<file path="src/hrl_consts.vh">
// Constants shared by the headroom tracking limiter files.
`ifndef HRL_CONSTS_VH
`define HRL_CONSTS_VH
`define HRL_ADDR_CTRL     8'h00
`define HRL_ADDR_MPO      8'h04
`define HRL_ADDR_STATUS   8'h08
`define HRL_ADDR_LIMIT    8'h0c
`define HRL_ADDR_SUPPLY   8'h10
`define HRL_CTRL_TYPE     0
`define HRL_CTRL_ROT_LSB  4
`define HRL_CTRL_THR_LSB  8
`define HRL_CTRL_HR_LSB   12
`define HRL_CTRL_RESET    32'h00000000
`define HRL_MPO_RESET     12'hfff
`define HRL_UNITY         16'h8000
`define HRL_PCT_STEPS     6'h28
`define HRL_DIV_STEPS     6'h22
`define HRL_FIFO_DEPTH    16
`define HRL_FIFO_AW       4
`endif

</file>
<file path="src/hrl_gain_rom.v">
// Lookup of linear gain for 0 dB to -15 dB in 1 dB steps, registered read.
`timescale 1ns/1ns
module hrl_gain_rom (
  input  wire        clk_sys,
  input  wire        rst_n,
  input  wire [3:0]  addr,
  output reg  [15:0] data
);
  always @(posedge clk_sys or negedge rst_n)
  begin
    if (!rst_n)
      data <= 16'h8000;
    else
    begin
      case (addr)
        4'h0: data <= 16'h8000;
        4'h1: data <= 16'h7215;
        4'h2: data <= 16'h65ad;
        4'h3: data <= 16'h5a9e;
        4'h4: data <= 16'h50c3;
        4'h5: data <= 16'h47fb;
        4'h6: data <= 16'h4027;
        4'h7: data <= 16'h392d;
        4'h8: data <= 16'h32f5;
        4'h9: data <= 16'h2d6b;
        4'ha: data <= 16'h287a;
        4'hb: data <= 16'h2413;
        4'hc: data <= 16'h2027;
        4'hd: data <= 16'h1ca8;
        4'he: data <= 16'h198a;
        default: data <= 16'h16c3;
      endcase
    end
  end
endmodule // hrl_gain_rom

</file>
<file path="src/hrl_fifo.v">
// Sample FIFO with valid and ready on both sides.
`timescale 1ns/1ns
module hrl_fifo #(
  parameter WIDTH = 16,
  parameter DEPTH = 16,
  parameter AW    = 4
) (
  input  wire             clk_sys,
  input  wire             rst_n,
  input  wire [WIDTH-1:0] in_data,
  input  wire             in_valid,
  output wire             in_ready,
  output wire [WIDTH-1:0] out_data,
  output wire             out_valid,
  input  wire             out_ready,
  output wire [AW:0]      level
);
  reg [WIDTH-1:0] mem [0:DEPTH-1];
  reg [AW:0]      wr_ptr;
  reg [AW:0]      rd_ptr;
  wire            push;
  wire            pop;

  assign level     = wr_ptr - rd_ptr;
  assign in_ready  = (level != DEPTH[AW:0]);
  assign out_valid = (level != {(AW+1){1'b0}});
  assign push      = in_valid & in_ready;
  assign pop       = out_valid & out_ready;
  assign out_data  = mem[rd_ptr[AW-1:0]];

  always @(posedge clk_sys)
  begin
    if (push)
      mem[wr_ptr[AW-1:0]] <= in_data;
  end

  always @(posedge clk_sys or negedge rst_n)
  begin
    if (!rst_n)
    begin
      wr_ptr <= {(AW+1){1'b0}};
      rd_ptr <= {(AW+1){1'b0}};
    end
    else
    begin
      if (push)
        wr_ptr <= wr_ptr + {{AW{1'b0}}, 1'b1};
      if (pop)
        rd_ptr <= rd_ptr + {{AW{1'b0}}, 1'b1};
    end
  end
endmodule // hrl_fifo

</file>
<file path="src/hrl_limiter.v">
// Headroom tracking limiter: supply tracking and fixed level limiting.
`timescale 1ns/1ns
`include "hrl_consts.vh"
// How it works
// - Type select low with rotation point zero selects supply tracking limiting.
// - Tracking limiter clamps peaks at the computed target peak output level.
// - Tracking knee equals threshold, the target over maximum peak ratio.
// - Below the knee samples pass; above it the output peak equals the knee.
// - Knee is recomputed from current supply and settings for every sample.
// - Target above maximum peak output gives no tracking attenuation at all.
// - Type select high with rotation point zero selects fixed level limiting.
// - Fixed threshold spans 0 dB to -15 dB and is the knee.
// - Fixed output limit is maximum peak output times the threshold gain.
// - Below fixed threshold samples pass; above it output peak equals threshold.
// - Fixed threshold ignores the supply; its transfer never changes with it.
// - Target peak output is supply scaled by one minus headroom percent.
// - Target ratio is clamped to unity, so no positive gain ever.
// - Measured supply follows whichever rail currently powers the amplifier.
module hrl_limiter (
  input  wire        clk_sys,
  input  wire        rst_n,
  input  wire [7:0]  reg_addr,
  input  wire [31:0] reg_wdata,
  input  wire        reg_wr,
  input  wire        reg_rd,
  output reg  [31:0] reg_rdata,
  input  wire [11:0] pvdd_level,
  input  wire [11:0] vbat_level,
  input  wire        rail_is_pvdd,
  input  wire [15:0] sample_in,
  input  wire        sample_in_valid,
  output wire        sample_in_ready,
  output reg  [15:0] sample_out,
  output reg         sample_out_valid,
  input  wire        sample_out_ready,
  output reg         limiting
);
  localparam S_IDLE  = 5'b00001;
  localparam S_RATIO = 5'b00010;
  localparam S_KNEE  = 5'b00100;
  localparam S_GAIN  = 5'b01000;
  localparam S_MUL   = 5'b10000;

  reg  [31:0] ctrl;
  reg  [11:0] maximum_peak_output;
  reg  [4:0]  state;
  reg  [15:0] sample;
  reg  [16:0] sample_abs;
  reg  [15:0] target_peak_ratio;
  reg  [15:0] gain;
  reg  [33:0] div_num;
  reg  [17:0] div_den;
  reg  [18:0] div_rem;
  reg  [33:0] div_q;
  reg  [5:0]  div_cnt;

  wire        limiter_type_select;
  wire [3:0]  compressor_rotation_point;
  wire [3:0]  fixed_limit_threshold;
  wire [4:0]  supply_headroom;
  wire [11:0] measured_supply;
  wire [5:0]  headroom_scale;
  wire [17:0] target_peak_x40;
  wire [17:0] maximum_peak_x40;
  wire [15:0] fixed_threshold_level;
  wire [27:0] fixed_output_prod;
  wire [11:0] fixed_output_limit;
  wire [15:0] tracking_knee;
  wire [15:0] knee;
  wire [15:0] fifo_data;
  wire        fifo_valid;
  wire        fifo_ready;
  wire [4:0]  fifo_level;
  wire [18:0] rem_shift;
  wire        rem_ge;
  wire [18:0] rem_sub;
  wire [32:0] product;
  wire [16:0] in_abs;

  assign limiter_type_select       = ctrl[`HRL_CTRL_TYPE];
  assign compressor_rotation_point = ctrl[`HRL_CTRL_ROT_LSB+3:`HRL_CTRL_ROT_LSB];
  assign fixed_limit_threshold     = ctrl[`HRL_CTRL_THR_LSB+3:`HRL_CTRL_THR_LSB];
  assign supply_headroom           = ctrl[`HRL_CTRL_HR_LSB+4:`HRL_CTRL_HR_LSB];

  // The active rail decides which conversion result feeds the tracker.
  assign measured_supply = rail_is_pvdd ? pvdd_level : vbat_level;

  // Headroom is signed in 2.5 % steps, so 100 % is forty steps.
  assign headroom_scale = `HRL_PCT_STEPS -
                          {supply_headroom[4], supply_headroom};
  assign target_peak_x40 = measured_supply * headroom_scale;
  assign maximum_peak_x40 = maximum_peak_output * `HRL_PCT_STEPS;

  hrl_gain_rom u_rom (
    .clk_sys (clk_sys),
    .rst_n   (rst_n),
    .addr    (fixed_limit_threshold),
    .data    (fixed_threshold_level)
  );

  assign fixed_output_prod  = maximum_peak_output * fixed_threshold_level;
  assign fixed_output_limit = fixed_output_prod[26:15];

  assign tracking_knee = target_peak_ratio;

  // Rotation points other than 0 dBFS belong to the compressor modes,
  // which this stage does not implement, so it passes audio unchanged.
  assign knee = (compressor_rotation_point != 4'h0) ? `HRL_UNITY :
                limiter_type_select ? fixed_threshold_level :
                tracking_knee;

  hrl_fifo #(
    .WIDTH (16),
    .DEPTH (`HRL_FIFO_DEPTH),
    .AW    (`HRL_FIFO_AW)
  ) u_fifo (
    .clk_sys   (clk_sys),
    .rst_n     (rst_n),
    .in_data   (sample_in),
    .in_valid  (sample_in_valid),
    .in_ready  (sample_in_ready),
    .out_data  (fifo_data),
    .out_valid (fifo_valid),
    .out_ready (fifo_ready),
    .level     (fifo_level)
  );

  // A sample is taken only when the output register is free.
  assign fifo_ready = (state == S_IDLE) && !sample_out_valid;

  assign in_abs = fifo_data[15] ? (17'h00000 - {fifo_data[15], fifo_data})
                                : {1'b0, fifo_data};

  // Restoring long division, one quotient bit per clock.
  assign rem_shift = {div_rem[17:0], div_num[33]};
  assign rem_ge    = (rem_shift >= {1'b0, div_den});
  assign rem_sub   = rem_shift - {1'b0, div_den};

  assign product = $signed(sample) * $signed({1'b0, gain});

  always @(posedge clk_sys or negedge rst_n)
  begin
    if (!rst_n)
    begin
      state             <= S_IDLE;
      sample            <= 16'h0000;
      sample_abs        <= 17'h00000;
      target_peak_ratio <= `HRL_UNITY;
      gain              <= `HRL_UNITY;
      div_num           <= 34'h000000000;
      div_den           <= 18'h00000;
      div_rem           <= 19'h00000;
      div_q             <= 34'h000000000;
      div_cnt           <= 6'h00;
      sample_out        <= 16'h0000;
      sample_out_valid  <= 1'b0;
      limiting          <= 1'b0;
    end
    else
    begin
      if (sample_out_valid && sample_out_ready)
        sample_out_valid <= 1'b0;
      if (div_cnt != 6'h00)
      begin
        div_num <= {div_num[32:0], 1'b0};
        div_rem <= rem_ge ? rem_sub : rem_shift;
        div_q   <= {div_q[32:0], rem_ge};
        div_cnt <= div_cnt - 6'h01;
      end
      case (state)
        S_IDLE:
        begin
          if (fifo_valid && fifo_ready)
          begin
            sample     <= fifo_data;
            sample_abs <= in_abs;
            // Ratio of target to maximum peak, taken fresh per sample.
            div_num <= {1'b0, target_peak_x40, 15'h0000};
            div_den <= maximum_peak_x40;
            div_rem <= 19'h00000;
            div_q   <= 34'h000000000;
            div_cnt <= `HRL_DIV_STEPS;
            state   <= S_RATIO;
          end
        end
        S_RATIO:
        begin
          if (div_cnt == 6'h00)
          begin
            // Any ratio above unity, or a zero maximum, means no cut.
            if (div_q > {18'h00000, `HRL_UNITY})
              target_peak_ratio <= `HRL_UNITY;
            else
              target_peak_ratio <= div_q[15:0];
            state <= S_KNEE;
          end
        end
        S_KNEE:
        begin
          if (sample_abs > {1'b0, knee})
          begin
            // Gain that brings the peak down to the knee.
            div_num <= {3'h0, knee, 15'h0000};
            div_den <= {1'b0, sample_abs};
            div_rem <= 19'h00000;
            div_q   <= 34'h000000000;
            div_cnt <= `HRL_DIV_STEPS;
            state   <= S_GAIN;
          end
          else
          begin
            gain  <= `HRL_UNITY;
            state <= S_MUL;
          end
        end
        S_GAIN:
        begin
          if (div_cnt == 6'h00)
          begin
            gain  <= div_q[15:0];
            state <= S_MUL;
          end
        end
        S_MUL:
        begin
          sample_out       <= product[30:15];
          sample_out_valid <= 1'b1;
          limiting         <= (gain != `HRL_UNITY);
          state            <= S_IDLE;
        end
        default:
          state <= S_IDLE;
      endcase
    end
  end

  always @(posedge clk_sys or negedge rst_n)
  begin
    if (!rst_n)
    begin
      ctrl                <= `HRL_CTRL_RESET;
      maximum_peak_output <= `HRL_MPO_RESET;
    end
    else if (reg_wr)
    begin
      if (reg_addr == `HRL_ADDR_CTRL)
        ctrl <= {15'h0000, reg_wdata[16:8], reg_wdata[7:4],
                 3'h0, reg_wdata[0]};
      else if (reg_addr == `HRL_ADDR_MPO)
        maximum_peak_output <= reg_wdata[11:0];
    end
  end

  always @(posedge clk_sys or negedge rst_n)
  begin
    if (!rst_n)
      reg_rdata <= 32'h00000000;
    else if (reg_rd)
    begin
      if (reg_addr == `HRL_ADDR_CTRL)
        reg_rdata <= {15'h0000, ctrl[16:4], 3'h0, ctrl[0]};
      else if (reg_addr == `HRL_ADDR_MPO)
        reg_rdata <= {20'h00000, maximum_peak_output};
      else if (reg_addr == `HRL_ADDR_STATUS)
        reg_rdata <= {10'h000, fifo_level, limiting, target_peak_ratio};
      else if (reg_addr == `HRL_ADDR_LIMIT)
        reg_rdata <= {4'h0, fixed_threshold_level, fixed_output_limit};
      else if (reg_addr == `HRL_ADDR_SUPPLY)
        reg_rdata <= {2'h0, target_peak_x40, measured_supply};
      else
        reg_rdata <= 32'h00000000;
    end
  end
endmodule // hrl_limiter

</file>
<file path="config.mk">
export PLATFORM = sky130hd
export DESIGN_NAME = hrl_limiter
export DESIGN_NICKNAME = d
export VERILOG_FILES = /design/src/hrl_gain_rom.v /design/src/hrl_fifo.v /design/src/hrl_limiter.v
export VERILOG_INCLUDE_DIRS = /design/src /design/src/src
export SDC_FILE = /design/constraint.sdc
export NUM_CORES = 2
export LEC_CHECK = 0
export CELL_PAD_IN_SITES_DETAIL_PLACEMENT = 1
export CELL_PAD_IN_SITES_GLOBAL_PLACEMENT = 1
export CORE_AREA = 5 5 331 268
export DETAILED_ROUTE_END_ITERATION = 8
export DIE_AREA = 0 0 336 273
export DONT_BUFFER_PORTS = 1
export GPL_ROUTABILITY_DRIVEN = 0
export PLACE_DENSITY_LB_ADDON = 0.1
export SLEW_MARGIN = 30
export SYNTH_ARGS = -nofsm -noshare
export SYNTH_HDL_FRONTEND = slang
export SYNTH_SLANG_ARGS = --single-unit
</file>
<file path="constraint.sdc">
create_clock -name clk_sys -period 5.6 [get_ports clk_sys]
set_input_delay 1.12 -clock clk_sys [delete_from_list [all_inputs] [get_ports clk_sys]]
set_output_delay 1.12 -clock clk_sys [all_outputs]
set_load 0.02 [all_outputs]
</file>
* Word level (Yosys, flattened, before mapping)
Memories as Yosys holds them, arrays and structs flattened. A register that Yosys moved wholly into a read port is not among the register bits. Index checks and enable logic that the tools add are counted.
Word-level totals: memory bits (writable) 256, memories kept 2, input port bits 87, bits in read-only memories 256, logic and storage cells 115, bits in registers 267
Memories:
- (no name shown) | words 16, width 16, read ports 1, clocked after memory_dff 1, write ports 0, RTL line hrl_gain_rom.v:15 | case (addr)
- u_fifo.mem | words 16, width 16, read ports 1, clocked after memory_dff 0, write ports 1, RTL line hrl_fifo.v:18 | reg [WIDTH-1:0] mem [0:DEPTH-1];
Operators by class: bitwise gates (word level) 3, $add $sub $neg 7, equality and inequality tests 16, multipliers 4, reductions and logical operators 20, mux-type cells 42, order comparisons 3
Operators by type and width (number):
- two-way mux 34 bit | 6
- two-way mux 30 bit | 5
- case mux 34 bit (2 select lines) | 2
- two-way mux 16 bit | 5
- two-way mux 19 bit | 4
- case mux 19 bit (2 select lines) | 1
- two-way mux 18 bit | 2
- case mux 18 bit (2 select lines) | 1
- > comparator 34 x 16 -> 1 bit (second input constant) | 1
- case mux 16 bit (2 select lines) | 1
- multiplier 16 x 17 -> 31 bit | 1
- multiplier 12 x 16 -> 27 bit | 1
- two-way mux 5 bit | 4
- case mux 5 bit (4 select lines) | 1
- greater-or-equal comparator 19 x 18 -> 1 bit | 1
- subtractor 19 x 18 -> 19 bit | 1
- multiplier 12 x 6 -> 18 bit | 1
- two-way mux 6 bit | 3
- > comparator 17 x 16 -> 1 bit | 1
- two-way mux 17 bit | 1
- subtractor 1 x 16 -> 17 bit (first input constant) | 1
- equality test 8 x 4 -> 1 bit (second input constant) | 2
- != test 16 bit (second input constant) | 1
- multiplier 12 x 3 -> 15 bit (second input constant) | 1
- other kinds (29) | 47

* Logic depth before layout (Yosys ltp)
depth in word-level cells 7, gate-level depth with buffers 24, mapped depth without buffers 22

* By module
A second synthesis with hierarchy kept.
Second synthesis, totals: cells, all modules 3894, area, all modules 40667.8 um^2
Modules (own cells, without submodules):
- hrl_limiter | instances 1, area an instance 29250.6 um^2, seq. area each 6349.8 um^2, cells each 3282
- hrl_fifo | instances 1, area an instance 10541.4 um^2, seq. area each 7937.6 um^2, cells each 528
- hrl_gain_rom | instances 1, area an instance 875.8 um^2, seq. area each 401.6 um^2, cells each 84

* Least setup slack after synthesis
Ideal clock, no wire load.
path type register to register, start register gain[12], end register sample_out[5], arrival 5.925 ns, setup slack -0.394 ns, buffers on the path 2, setup time 0.069 ns, stages on the path, launching flop included 23, cell sequence dfrtp_1 > clkbuf_1 > clkbuf_1 > nand2_1 > fa_1 > inv_1 > fa_1 > inv_1 > fa_1 > inv_1 > fa_1 > fa_1 > inv_1 > fa_1 > inv_1 > ha_1 > a21oi_1 > nand3_1 > a21o_1 > a21oi_1 > o21ai_0 > or4b_2 > nand3_1
On the way: cells in the longest elaborated chain, start to end 1
Ends and longest elaborated chain:
- start: declaration | RTL line hrl_limiter.v:50 | reg [15:0] gain;
- start signal: assignment | RTL line hrl_limiter.v:149 | gain <= `HRL_UNITY;
- start signal: assignment | RTL line hrl_limiter.v:212 | gain <= `HRL_UNITY;
- start signal: assignment | RTL line hrl_limiter.v:220 | gain <= div_q[15:0];
- multiplier 16 x 17 -> 31 bit | RTL line hrl_limiter.v:139 | assign product = $signed(sample) * $signed({1'b0, gain});
- end signal: assignment | RTL line hrl_limiter.v:226 | sample_out <= product[30:15];
- end: declaration | RTL line hrl_limiter.v:33 | output reg [15:0] sample_out,
Every way passes these cells. A chain may end at the register's enable or synchronous reset.

* Worst setup path in the final report
start register gain[3], end register sample_out[11]
Same word-level chain as after synthesis.

==> metrics <==
synth top area cells edfxtp_1, fa_1, dfrtp_1; Sink Count 535; R2R setup slack -0.21 ns; htree depth 2; routed vias 29,100; post-DP HPWL 87,500 um; max cap viols 0; fmax 0.172 GHz; synth warn 0; biggest fanout along the worst timing path 7; Post-synth EDFFs 256; reg2reg end sample_out[11]; prevailing post-synth register cell dfrtp_1; core area 0.0850 mm^2; clock latency on the worst-skew pair 0.67 ns; largest net degree at the start of global routing 280; WL/cell 23.1 um; die area 0.0917 mm^2; Hold Crit Class in -> async; Avg Inst Size Synth 10.6 um^2; slew margin rel. 0.222; DR vias/cell 5.63; Final setup viols 13; Peak VDD IR 381 uV; final net count 4,726; Die Ht 273 um; violated checks negative setup slack; Layout Utilization 0.546; Final Cycle Share 1.04; final instance area 0.0465 mm^2; CTS Buf Count 58; Yosys cell types 77; reg-to-reg startpoint gain[3]; clock slew at reported path FFs 0.06 ns; share of the synthesized area in the top cell type 0.190; Critical Path End Type register; slew of the pin with the lowest slew margin 1.16 ns; Layout area overhead 14.9%; Worst Setup EP sample_out[11]; Post-Place Cell Area 0.0431 mm^2; Yosys top cell by area edfxtp_1; CTS tree yes; CTS Buffer Depth 3; reg2reg path depth 22; WP data required 6.10 ns; worst setup path startpoint gain[3]; Total GRT Usage 0.261; mapped cell area 0.0404 mm^2; Detailed Route Iter0 Violations 1,845; vias in the first global route 32,000; PortBufs 0; commonest cells after routing, fill and taps aside nand2_1, inv_1, fa_1, buf_4, edfxtp_1; most numerous cell on the critical path fa_1; Final Critical Period 5.81 ns; Tot Pwr 16.8 mW; Initial Utilization 0.475; crit start category register; Seq/Total Area, Yosys 0.363; Critical Path AT 6.30 ns; Worst path max stage delay 0.57 ns; Crit Path Category reg -> reg; Leakage 20.8 nW; Cells after Synth 3,828; GR Overflow Total 0; Min Hold Slack 0.220 ns; Site Rows 96; Post-Route WL 119,000 um; slack of the critical path -0.209 ns; ys async rst share 0.521; Slew Limit Fails 0; #FFs+latches synth 535; commonest non-fill, non-tap cell in the layout nand2_1; initial antenna violation count 2; first-pass GRT wire length 186,000 um; layout cells sized above 1 0.179; Power Density 361 mW/mm^2; Final ANT Viol Nets 0; n_diodes 0; total negative slack -1.45 ns; unrepaired setup endpoints after global routing true; drt first pass iters 5; DIE WIDTH 336 um; # IOs 138; Post-CTS Hold Buffers 0; skew final 0.0426 ns; CP cell instances buf_6, buf_4, and2_1, fa_1, fa_1, fa_1, fa_2, fa_1, inv_1, fa_1, inv_1, ha_1, nand3_2, nand2b_4, a31oi_4, a21o_1, a21oi_4, buf_4, o21ai_0, o21ai_0, xor2_1, o21ai_0; drc violations 0; Final Hold Vio Count 0; crit path max-delay cell type fa_1; Root Driver clkbuf_16; status finished, violations left
-- power breakdown --
group          internal [mW]  total, mW  switching (mW)
sequential              4.80       5.42           0.618
combinational           3.08       7.38            4.30
clock                   2.26       4.00            1.73
total                   10.1       16.8            6.65
-- synth_stat cells, drive strengths merged (39+ instances only) --
cell type / number
nand2: 589
nand3: 41
clkbuf: 169
nor2: 167
o21ai: 113
xnor2: 65
mux2: 49
xor2: 39
inv: 535
mux2i: 52
fa: 375
ha: 266
edfxtp: 256
dfrtp: 263
a21oi: 147
mux4: 80
and2: 189
-- routing by layer --
metal | part of all wire | GRT usage | wire, um
met5 | 0.00011 | 0 | 13
met4 | 0.027 | 0.0683 | 3190
met3 | 0.058 | 0.0484 | 6940
met2 | 0.47 | 0.425 | 56000
met1 | 0.45 | 0.365 | 53200
-- sequential cells by signal (all words and copies together) (netlist names), 6 cells and up --
signal	cells
u_fifo.mem	256
u_rom.data	16
div_cnt	6
sample	16
sample_abs	16
reg_rdata	30
maximum_peak_output	12
div_q	34
target_peak_ratio	16
div_den	18
div_num	34
div_rem	18
gain	16
ctrl	14
sample_out	16
-- worst min-delay path by stage --
stage | slack, ns | to | start
detailed placement | 0.48 | div_den[17] | div_den[17]
finish | 0.22 | div_cnt[0] | rst_n
global route | 0.17 | div_q[18] | rst_n
floorplan | 0.45 | div_den[0] | div_den[0]
CTS | 0.13 | reg_rdata[2] | rst_n
global placement | 0.49 | u_fifo.wr_ptr[4] | u_fifo.wr_ptr[4]
-- cells by family (layout without fill, tap and decap cells) --
logic type / Yosys count / after routing / synth area share
flops: 535 / 535 / 0.363
fa+ha+maj: 641 / 641 / 0.268
mux: 181 / 181 / 0.0711
simple gates: 1147 / 1147 / 0.130
xor+xnor: 104 / 104 / 0.0225
buf+inv: 727 / 946 / 0.0679
other cells: 1 / 2 / 0.0000928
compound gates: 492 / 492 / 0.0773
-- per-stage QoR --
| stage | setup slack (ns) | cells |
|---|---|---|
| 3_5_place_dp | -0.635 | 5003 |
| 6_report | -0.209 | 5175 |
| 4_1_cts | -0.186 | 5157 |
| 2_1_floorplan | -0.154 | 3829 |
| 3_3_place_gp | -0.468 | 5003 |
| 5_1_grt | -0.436 | 5175 |
-- repair_timing --
action,CTS,global route
endpoints found under the setup margin,26,26
pin swaps,76,68
setup buffers,44,18
resized for setup,106,96
-- worst max-delay path, delay by kind of cell (launching register included) --
| family | cells | cell delay [ns] |
|---|---|---|
| adders and majority gates | 7 | 3.27 |
| AOI/OAI and AO/OA | 6 | 0.84 |
| buffers and inverters | 5 | 0.58 |
| and+or+nand+nor | 3 | 0.42 |
| DFF | 1 | 0.40 |
| xor gates and xnor gates | 1 | 0.15 |
-- final cells by class --
type,count,area [um^2]
tap,1127,1410
timing repair buffer,301,2570
fill,9081,38600
multi-input combinational,2567,23800
clock buffer,68,1530
inverter,535,2010
sequential,535,14700
clock inverter,42,473
Note: power is estimated with default switching activity, not from simulation.
